`src/verilog/dlc_params.svh`:
```
// constants for the latency compliance control block
`ifndef DLC_PARAMS_SVH
`define DLC_PARAMS_SVH

`define DLC_OFS_CTL 8'h82
`define DLC_OFS_MSTAT_LO 8'h6A
`define DLC_OFS_MSTAT_HI 8'h6B
`define DLC_CTL_RESET 8'h00
`define DLC_CTL_WMASK 8'h0F
`define DLC_BIT_RETRY 7
`define DLC_BIT_SERRF 7
`define DLC_DISCARD_CLKS 32768
`define DLC_TGT_LIMIT_CLKS 16
`define DLC_IRDY_LIMIT_CLKS 8

`endif

```
`src/verilog/dlc_pkg.sv`:
```
// types for the latency compliance control block
`default_nettype none
package dlc_pkg;

	typedef struct packed {
		logic [3:0] rsvd;
		logic serr_en;
		logic usb_passive_release_en;
		logic passive_release_en;
		logic delayed_txn_en;
	} dlc_ctl_t;

	typedef enum logic [1:0] {
		DT_EMPTY,
		DT_ISSUED,
		DT_READY,
		DT_DIRECT
	} dlc_dt_state_t;

endpackage
`default_nettype wire

```
`src/verilog/dlc_ctl.sv`:
```
// latency compliance control: delayed transactions and passive release
//
// Functional notes
// - as target, answer TRDY or STOP within 16 clocks of FRAME; the code does so only with bit 0 set, a direct cycle waits for ISA_DONE
// - as master, assert IRDY within 8 clocks in every data phase
// - ISA-bound target cycles are served by delayed completion
// - discard timer expires after more than 2^15 clocks without retry
// - control bit 0 turns delayed transactions on or off
// - control bit 1 turns passive release on bus hold request
// - control bit 2 allows passive release for USB traffic
// - control bit 3 lets discard expiry raise SERR
// - no guaranteed access time mode while passive release is on
// - ISA master accesses to PCI memory may be held off long
// - SERR from discard expiry sets a flag, cleared by writing one
// - host retry option works only with delayed and passive enabled
`timescale 1ns/1ps
`default_nettype none
`include "dlc_params.svh"

module dlc_ctl #(
	parameter int KEY_W = 32,
	parameter int DISCARD_CLKS = `DLC_DISCARD_CLKS
) (
	input wire logic MCLK,
	input wire logic RST_B,
	input wire logic CFG_WR,
	input wire logic CFG_RD,
	input wire logic [7:0] CFG_ADDR,
	input wire logic [7:0] CFG_WDATA,
	output logic [7:0] CFG_RDATA,
	input wire logic TGT_START,
	input wire logic [KEY_W-1:0] TGT_KEY,
	input wire logic TGT_HOST,
	output logic TGT_TRDY,
	output logic TGT_STOP,
	output logic ISA_START,
	input wire logic ISA_DONE,
	input wire logic MST_START,
	input wire logic MST_USB,
	input wire logic MST_DPHASE,
	input wire logic MST_END,
	output logic MST_IRDY,
	output logic BUS_HOLD_REQUEST_N,
	input wire logic ISA_MST_REQ,
	input wire logic ISA_MST_DONE,
	input wire logic GAT_REQ,
	output logic ISA_IOCHRDY,
	output logic GUARANTEED_ACCESS_TIME_MODE,
	output logic SERR_N
);

	if (KEY_W < 1 || DISCARD_CLKS < 2)
	begin : g_bad_param
		$error("dlc_ctl: bad parameter");
	end

	localparam int TW = $clog2(DISCARD_CLKS + 2);

	// ------------------------------------------------------------
	// configuration registers
	// ------------------------------------------------------------
	dlc_pkg::dlc_ctl_t ctl;
	logic retry_en;
	logic serr_flag;
	logic discard;

	wire wr_ctl = CFG_WR && CFG_ADDR == `DLC_OFS_CTL;
	wire wr_lo = CFG_WR && CFG_ADDR == `DLC_OFS_MSTAT_LO;
	wire wr_hi = CFG_WR && CFG_ADDR == `DLC_OFS_MSTAT_HI;
	// set beats a simultaneous write-one clear
	wire next_serr_flag = (discard && ctl.serr_en) ||
		(serr_flag && !(wr_hi && CFG_WDATA[`DLC_BIT_SERRF]));

	always_ff @(posedge MCLK or negedge RST_B)
	begin
		if (!RST_B)
		begin
			ctl <= `DLC_CTL_RESET;
			retry_en <= 1'b0;
			serr_flag <= 1'b0;
		end
		else
		begin
			if (wr_ctl)
				ctl <= CFG_WDATA & `DLC_CTL_WMASK;
			if (wr_lo)
				retry_en <= CFG_WDATA[`DLC_BIT_RETRY];
			serr_flag <= next_serr_flag;
		end
	end

	wire [7:0] rd_mux = (CFG_ADDR == `DLC_OFS_CTL) ? ctl :
		(CFG_ADDR == `DLC_OFS_MSTAT_LO) ? {retry_en, 7'h00} :
		(CFG_ADDR == `DLC_OFS_MSTAT_HI) ? {serr_flag, 7'h00} : 8'h00;

	always_ff @(posedge MCLK or negedge RST_B)
	begin
		if (!RST_B)
			CFG_RDATA <= 8'h00;
		else if (CFG_RD)
			CFG_RDATA <= rd_mux;
	end

	// ------------------------------------------------------------
	// target side: delayed transaction entry
	// ------------------------------------------------------------
	dlc_pkg::dlc_dt_state_t st;
	dlc_pkg::dlc_dt_state_t next_st;
	logic [KEY_W-1:0] key;
	logic [TW-1:0] idle_cnt;

	wire pending = st == dlc_pkg::DT_ISSUED || st == dlc_pkg::DT_READY;
	wire hit = pending && TGT_KEY == key;
	// host retry without queuing: needs both mechanisms on, nothing pending
	wire host_retry = retry_en && ctl.delayed_txn_en &&
		ctl.passive_release_en && TGT_HOST && !pending;
	// a direct cycle still in flight must not be overtaken by a queued one
	wire new_dt = TGT_START && ctl.delayed_txn_en &&
		st == dlc_pkg::DT_EMPTY && !host_retry;
	wire new_direct = TGT_START && !ctl.delayed_txn_en &&
		st == dlc_pkg::DT_EMPTY;
	wire complete = TGT_START && hit && st == dlc_pkg::DT_READY;
	wire expire = pending && idle_cnt == TW'(DISCARD_CLKS);
	assign discard = expire && !complete;

	always_comb
	begin
		next_st = st;
		unique case (st)
			dlc_pkg::DT_EMPTY:
				if (new_dt)
					next_st = dlc_pkg::DT_ISSUED;
				else if (new_direct)
					next_st = dlc_pkg::DT_DIRECT;
			dlc_pkg::DT_ISSUED:
				if (discard)
					next_st = dlc_pkg::DT_EMPTY;
				else if (ISA_DONE)
					next_st = dlc_pkg::DT_READY;
			dlc_pkg::DT_READY:
				if (complete || discard)
					next_st = dlc_pkg::DT_EMPTY;
			dlc_pkg::DT_DIRECT:
				if (ISA_DONE)
					next_st = dlc_pkg::DT_EMPTY;
		endcase
	end

	// any retry of the queued request restarts the discard count
	wire [TW-1:0] next_idle_cnt = (!pending || (TGT_START && hit)) ?
		'0 : (expire ? idle_cnt : idle_cnt + TW'(1));

	always_ff @(posedge MCLK or negedge RST_B)
	begin
		if (!RST_B)
		begin
			st <= dlc_pkg::DT_EMPTY;
			key <= '0;
			idle_cnt <= '0;
		end
		else
		begin
			st <= next_st;
			if (new_dt)
				key <= TGT_KEY;
			idle_cnt <= next_idle_cnt;
		end
	end

	// STOP and completion TRDY come one clock after the request is seen; direct-cycle TRDY one clock after ISA_DONE
	wire next_stop = TGT_START && ctl.delayed_txn_en && !complete;
	wire next_trdy = complete || (st == dlc_pkg::DT_DIRECT && ISA_DONE);

	always_ff @(posedge MCLK or negedge RST_B)
	begin
		if (!RST_B)
		begin
			TGT_STOP <= 1'b0;
			TGT_TRDY <= 1'b0;
			ISA_START <= 1'b0;
			SERR_N <= 1'b1;
		end
		else
		begin
			TGT_STOP <= next_stop;
			TGT_TRDY <= next_trdy;
			ISA_START <= new_dt || new_direct;
			SERR_N <= !(discard && ctl.serr_en);
		end
	end

	// ------------------------------------------------------------
	// master side: passive release and ISA master hold-off
	// ------------------------------------------------------------
	wire pr_use = ctl.passive_release_en &&
		(!MST_USB || ctl.usb_passive_release_en);
	logic mst_busy;
	logic isa_wait;

	// passive release marks its start with a one-clock release pulse
	wire next_hold_n = !(mst_busy || MST_START) ||
		(MST_START && pr_use);
	wire next_isa_wait = ctl.passive_release_en &&
		(ISA_MST_REQ || isa_wait) && !ISA_MST_DONE;

	always_ff @(posedge MCLK or negedge RST_B)
	begin
		if (!RST_B)
		begin
			mst_busy <= 1'b0;
			MST_IRDY <= 1'b0;
			BUS_HOLD_REQUEST_N <= 1'b1;
			isa_wait <= 1'b0;
		end
		else
		begin
			mst_busy <= (mst_busy || MST_START) && !MST_END;
			MST_IRDY <= MST_DPHASE;
			BUS_HOLD_REQUEST_N <= next_hold_n;
			isa_wait <= next_isa_wait;
		end
	end

	assign ISA_IOCHRDY = !isa_wait;
	assign GUARANTEED_ACCESS_TIME_MODE =
		GAT_REQ && !ctl.passive_release_en;

	// ------------------------------------------------------------
	// checks
	// ------------------------------------------------------------
	AST_TGT_ANSWER: assert property (@(posedge MCLK) disable iff (!RST_B)
		TGT_START && ctl.delayed_txn_en |=> TGT_STOP || TGT_TRDY)
		else $error("target answer late");
	AST_IRDY: assert property (@(posedge MCLK) disable iff (!RST_B)
		MST_DPHASE |-> ##[1:8] MST_IRDY)
		else $error("irdy late");
	AST_DT_QUEUE: assert property (@(posedge MCLK) disable iff (!RST_B)
		new_dt |=> ISA_START && st == dlc_pkg::DT_ISSUED)
		else $error("delayed request not queued");
	AST_DISCARD: assert property (@(posedge MCLK) disable iff (!RST_B)
		pending && idle_cnt == TW'(DISCARD_CLKS) && !TGT_START
		|=> st == dlc_pkg::DT_EMPTY)
		else $error("discard timer missed");
	AST_NO_DT: assert property (@(posedge MCLK) disable iff (!RST_B)
		!ctl.delayed_txn_en && TGT_START |=> !TGT_STOP)
		else $error("delayed txn while disabled");
	AST_USB_PR: assert property (@(posedge MCLK) disable iff (!RST_B)
		MST_START && MST_USB && !ctl.usb_passive_release_en
		|=> !BUS_HOLD_REQUEST_N)
		else $error("usb passive release while disabled");
	AST_SERR: assert property (@(posedge MCLK) disable iff (!RST_B)
		discard && ctl.serr_en |=> !SERR_N && serr_flag)
		else $error("serr not raised on expiry");
	AST_NO_SERR: assert property (@(posedge MCLK) disable iff (!RST_B)
		!$past(ctl.serr_en) |-> SERR_N)
		else $error("serr while disabled");
	AST_GAT: assert property (@(posedge MCLK) disable iff (!RST_B)
		ctl.passive_release_en |-> !GUARANTEED_ACCESS_TIME_MODE)
		else $error("gat with passive release");
	AST_FLAG_HOLD: assert property (@(posedge MCLK) disable iff (!RST_B)
		serr_flag && !wr_hi |=> serr_flag)
		else $error("flag lost");
	AST_HOST_RETRY: assert property (@(posedge MCLK) disable iff (!RST_B)
		host_retry && TGT_START |=> TGT_STOP && !ISA_START)
		else $error("host retry queued a txn");

endmodule

`default_nettype wire

```
`config.mk`:
```
export PLATFORM = sky130hd
export DESIGN_NAME = dlc_ctl
export DESIGN_NICKNAME = d
export VERILOG_FILES = /design/src/verilog/dlc_pkg.sv /design/src/verilog/dlc_ctl.sv
export VERILOG_INCLUDE_DIRS = /design/src /design/src/verilog
export SDC_FILE = /design/constraint.sdc
export NUM_CORES = 1
export LEC_CHECK = 0
export ABC_AREA = 1
export BUFFER_PORTS_ARGS = -buffer_cell sky130_fd_sc_hd__buf_2
export CORE_MARGIN = 4
export CORE_UTILIZATION = 55
export DETAILED_ROUTE_END_ITERATION = 16
export GPL_TIMING_DRIVEN = 0
export PLACE_DENSITY_LB_ADDON = 0.3
export RECOVER_POWER = 25
export SLEW_MARGIN = 10
export SYNTH_ARGS = -nofsm -noshare
export SYNTH_HDL_FRONTEND = slang
export SYNTH_SLANG_ARGS = --single-unit
```
`constraint.sdc`:
```
create_clock -name MCLK -period 5.3 [get_ports MCLK]
set_clock_uncertainty 0.05 [all_clocks]
set_input_delay 0.53 -clock MCLK [delete_from_list [all_inputs] [get_ports MCLK]]
set_output_delay 0.53 -clock MCLK [all_outputs]
set_load 0.03 [all_outputs]
```
* Word level (Yosys, flattened, before mapping) *
Index checks and enable logic that the tools add are counted.

word-level totals
  register bits after elaboration = 72
  input port bits = 62
  output and inout port bits = 16
  word-level logic and storage cells = 96

operators by class
  add/subtract/negate cells = 1
  eq/ne operators = 13
  muxes and demuxes = 12
  reductions and logical operators = 52

operators with widths
  kind                     count
  $eq A32 B32 Y1           1
  $mux W16                 2
  $logic_and A1 B1 Y1      28
  $mux W8                  3
  $add A16 B1 Y16 const B  1
  $eq A16 B16 Y1 const B   1
  $eq A8 B7 Y1 const B     2
  $logic_not A1 Y1         12
  $mux W2                  6
  $logic_or A1 B1 Y1       10
  $eq A8 B8 Y1 const B     1
  $pmux W2 S4              1
  $ne A3 B3 Y1 const B     2
  $eq A2 B2 Y1 const B     2
  $ne A2 B1 Y1 const B     2
  $reduce_and A4 Y1        1
  $eq A2 B1 Y1 const B     1
  $logic_not A2 Y1         1
  $ne A2 B2 Y1 const B     1

* Logic depth before layout (Yosys ltp) *
  word-level depth = 10
  mapped depth = 16

* Worst setup path before layout *
Ideal clock, no wire load.

  kind = register to register
  start = reg st[0]
  end = reg st[0]
  setup time = 0.117 ns
  data arrival time = 1.752 ns
  required time = 5.133 ns
  slack = 3.382 ns
  cell stages (with the launch flop) = 14
  path buffers = 0
  cell sequence = dfrtp_1 inv_1 ha_1 nand2_2 a21oi_2 nand3_1 nor2_1 nand2_1 nor2_2 nand2_1 a31oi_2 nand2_1 nand2_1 nand2_1

on the way
  word-level cells in the longest chain between the ends = 10

RTL lines
  item                                          RTL line                                        text
  start: declaration                            dlc_ctl.sv:107                                  dlc_pkg::dlc_dt_state_t st;
  start signal: assignment                      dlc_ctl.sv:157                                  st <= dlc_pkg::DT_EMPTY;
  start signal: assignment                      dlc_ctl.sv:163                                  st <= next_st;
  $eq A2 B1 Y1 or $eq A2 B2 Y1 (tied branches)  dlc_ctl.sv:112, dlc_ctl.sv:129, dlc_ctl.sv:122
  $logic_or A1 B1 Y1                            dlc_ctl.sv:112                                  wire pending = st == dlc_pkg::DT_ISSUED || st == dlc_pkg::DT_READY;
  $logic_and A1 B1 Y1                           dlc_ctl.sv:113                                  wire hit = pending && TGT_KEY == key;
  $logic_and A1 B1 Y1 (2 in series)             dlc_ctl.sv:122                                  wire complete = TGT_START && hit && st == dlc_pkg::DT_READY;
  $logic_not A1 Y1                              dlc_ctl.sv:124                                  assign discard = expire && !complete;
  $logic_and A1 B1 Y1                           dlc_ctl.sv:124
  $logic_or A1 B1 Y1                            dlc_ctl.sv:141                                  if (complete || discard)
  $ne A2 B1 Y1 (no source line)                 n/a
  $reduce_and A4 Y1 (no source line)            n/a

Parallel ways exist; a longest one is shown, timed or not.
A chain may end at the register's enable or synchronous reset.

* Worst setup path in the final report *
Ends and elaborated chain as after synthesis.

==> metrics.txt <==
All-Layer GR Usage=roughly 22%; Slew HR=around 20%; power per cell area=~450 nW/um2; VDD IR max=about 0.33 mV; routability cong.=slightly above 0.9; crit path launch type=flop; Core Box Area=roughly 6500 um2; CP Launch Point=st[0]; Critical-path top delay cell=ha_1; Worst-Margin Slew=around 1.2 ns; crit-path most repeated cell=nand2_1; clock latency reported for the late side of the worst-skew pair=0.35 ns; wire length per cell=about 12 um; RSZ-0062 raised after global routing=false; Layout area overhead=19.6%; final setup fails=0; via count=about 3.5k; IO buf count=between 70 and 80; DRT Wirelength=8.50 mm; CP Max Fanout=6; H-tree Lvls=3; vias in the first global route=3221; CP peak stage delay=approximately 0.43 ns; share of layout cells above drive strength 1=18.2%; number of vias per cell=5.10; clk sink count=69; pin count of the biggest net entering global routing=between 50 and 60; CP arrival=2.44 ns; Final Slew Violations=0; Hold Startpoint=MST_DPHASE; CTS tree=yes; synthesized area=3780 um2; Final ANT Viol Nets=0; antenna violations before repair=0; Residual DRC=0; CTS Buf Count=9; setup TNS=0 ns; 1st-iter DRT viols=slightly above 200; Longest Clk Path Bufs=2; Final Hold Vio Count=0; CP Cell Sequence=inv_1, ha_1, nand2_2, a21oi_2, nand3_1, nor2_1, nand2_1, nor2_2, nand2_1, a31oi_2, nand2_1, nand2_1, nand2_1; Diodes inserted=0; Initial DRT Pass Iterations=5; Mapped Cells=519; Initial Utilization=about three fifths; max_cap viols=0; clk slew on worst S/H paths=approximately 0.080 ns; final worst-path cycle share=42.3%; Hold Crit Class=in2reg; Syn. warnings=0; fillers=between 500 and 600; Critical Path End Type=flop; die width=a little over 90 um; crit path kind=reg2reg; Avg Inst Size Synth=7.28 um2; fmax=approximately 0.45 GHz; CTS root buffer=clkbuf_8; grt ovf=0; Final #Nets=slightly below 700; sequential element share of the synthesized area=~46%; worst reg2reg startpoint=st[0]; #FFs+latches synth=just under 70; first-pass GRT wire length=14.5 mm; I/O Pins=78; Post-CTS Setup Repair Bufs=0; LEAKAGE=2.44 nW; Die Ht=just over 90 um; CP required=roughly 5.5 ns; Placement Rows=29; DP Cell Count=670; Non-Filler Instances=a little under 700; post-synth cell types=35; dpl hpwl=6.54 mm; die area=between 8000 and 9000 um2; status=complete, no violations; crit path time final=roughly 2.2 ns
## cell usage after synthesis (all sizes together)
library cell    n  area, um2
nand3          17       90.1
nor3b           4       30.0
nor4            4       25.0
nor3           14       75.1
a21oi          10       53.8
nand2         171        657
or2             3       18.8
buf             5       35.0
o31ai           5       37.5
xnor2           2       17.5
nand4          12       75.1
a31oi           2       18.8
nor2           55        209
conb            1       3.75
clkinv          1       3.75
a31o            1       8.76
nand3b          1       7.51
ha              6       75.1
o21ai          35        175
xor2            7       61.3
o21a            2       15.0
mux2            1       11.3
inv            85        319
a21o            1       7.51
dfstp           2       52.6
dfrtp          67       1680
clkbuf          5       18.8
## sequential cells by signal, indices dropped and copies added (netlist names)
| register | count |
|---|---|
| ctl | 4 |
| TGT_TRDY | 1 |
| CFG_RDATA | 5 |
| mst_busy | 1 |
| idle_cnt | 16 |
| isa_wait | 1 |
| retry_en | 1 |
| key | 32 |
| ISA_START | 1 |
| serr_flag | 1 |
| SERR_N | 1 |
| MST_IRDY | 1 |
| BUS_HOLD_REQUEST_N | 1 |
| TGT_STOP | 1 |
| st | 2 |
## per-stage QoR
step	power [mW]	util, %	setup WS (ns)	hold WS, ns	cell area (um2)
floorplan	1.28	-	3.38	0.184	3790
global placement	1.45	65.2	3.12	0.406	4240
detailed placement	1.48	65.7	3.07	0.386	4270
CTS	2.02	69.7	3.04	0.213	4520
global route	2.18	69.6	2.83	0.214	4520
finish	2.01	69.6	3.06	0.230	4520
## cell usage in the layout (no fill, tap or decap), types with 5 or more instances in the layout
cell type | synthesis | final
nand2_1 | 165 | 165
a21oi_1 | 9 | 9
ha_1 | 6 | 6
nand4_1 | 12 | 12
xor2_1 | 7 | 7
inv_1 | 84 | 84
nand2_2 | 6 | 6
dfrtp_1 | 67 | 67
nor3_1 | 13 | 13
clkbuf_1 | 5 | 6
o21ai_0 | 35 | 35
buf_2 | 1 | 71
clkbuf_8 | 0 | 9
nor2_1 | 54 | 54
o31ai_1 | 5 | 5
nand3_1 | 16 | 16
## final timing paths
| check | endpoint | cells past startpoint | slack [ns] |
|---|---|---|---|
| max | st[0] | 13 | 3.06 |
| min | MST_IRDY | 1 | 0.23 |
| max reg2reg | st[0] | 13 | 3.06 |
| min reg2reg | SERR_N | 1 | 0.42 |
| max in group asynchronous | SERR_N | 3 | 3.43 |
| min in group asynchronous | key[26] | 2 | 0.90 |
## per-layer routing
layer | up-vias | share of wire, % | track usage [%]
met5 | - | 0 | 0
met4 | 0 | 1.0 | 6.78
met3 | 8 | 7.6 | 6.92
met2 | 118 | 45 | 32.6
met1 | 1601 | 47 | 30.4
li1 | 1778 | - | -
## repair_timing
action,4_1_cts,5_1_grt
gates resized for setup,0,0
hold buffers,1,0
endpoints found under the hold margin,3,0
## worst max-delay path: cells and delay by family, from the launching register on
family	cells	cell delay, ns
and+or+nand+nor	9	0.85
adders and majority gates	1	0.43
DFF	1	0.40
AOI/OAI and AO/OA	2	0.32
buffers and inverters	1	0.08
## where the power goes
group	total (mW)	switching [mW]	leakage, nW	internal, mW
registers	0.770	0.0998	0.873	0.670
clock network	0.529	0.215	0.116	0.315
logic	0.712	0.452	1.45	0.260
## cell families (layout without fill, tap and decap cells)
| family | Yosys count | count (layout) | synth area share (%) |
|---|---|---|---|
| AOI/OAI and AO/OA | 56 | 56 | 8.38 |
| buffers and inverters | 96 | 185 | 9.97 |
| xor gates and xnor gates | 9 | 9 | 2.09 |
| other | 1 | 3 | 0.0992 |
| adders and majority gates | 6 | 6 | 1.99 |
| muxes | 1 | 1 | 0.298 |
| and+or+nand+nor | 281 | 281 | 31.4 |
| DFF | 69 | 69 | 45.8 |
## layout make-up
type                       instances  area [um2]  area share [%]
sequential                        69        1730            38.3
multi-input combinational        356        1680            37.2
timing repair buffer              73         392            8.66
inverter                          86         323            7.14
clock buffer                       9         124            2.74
clock inverter                     7         123            2.71
tap                               77        96.3            2.13
buffer                            10        53.8            1.19
(Power assumes the default switching activity.)
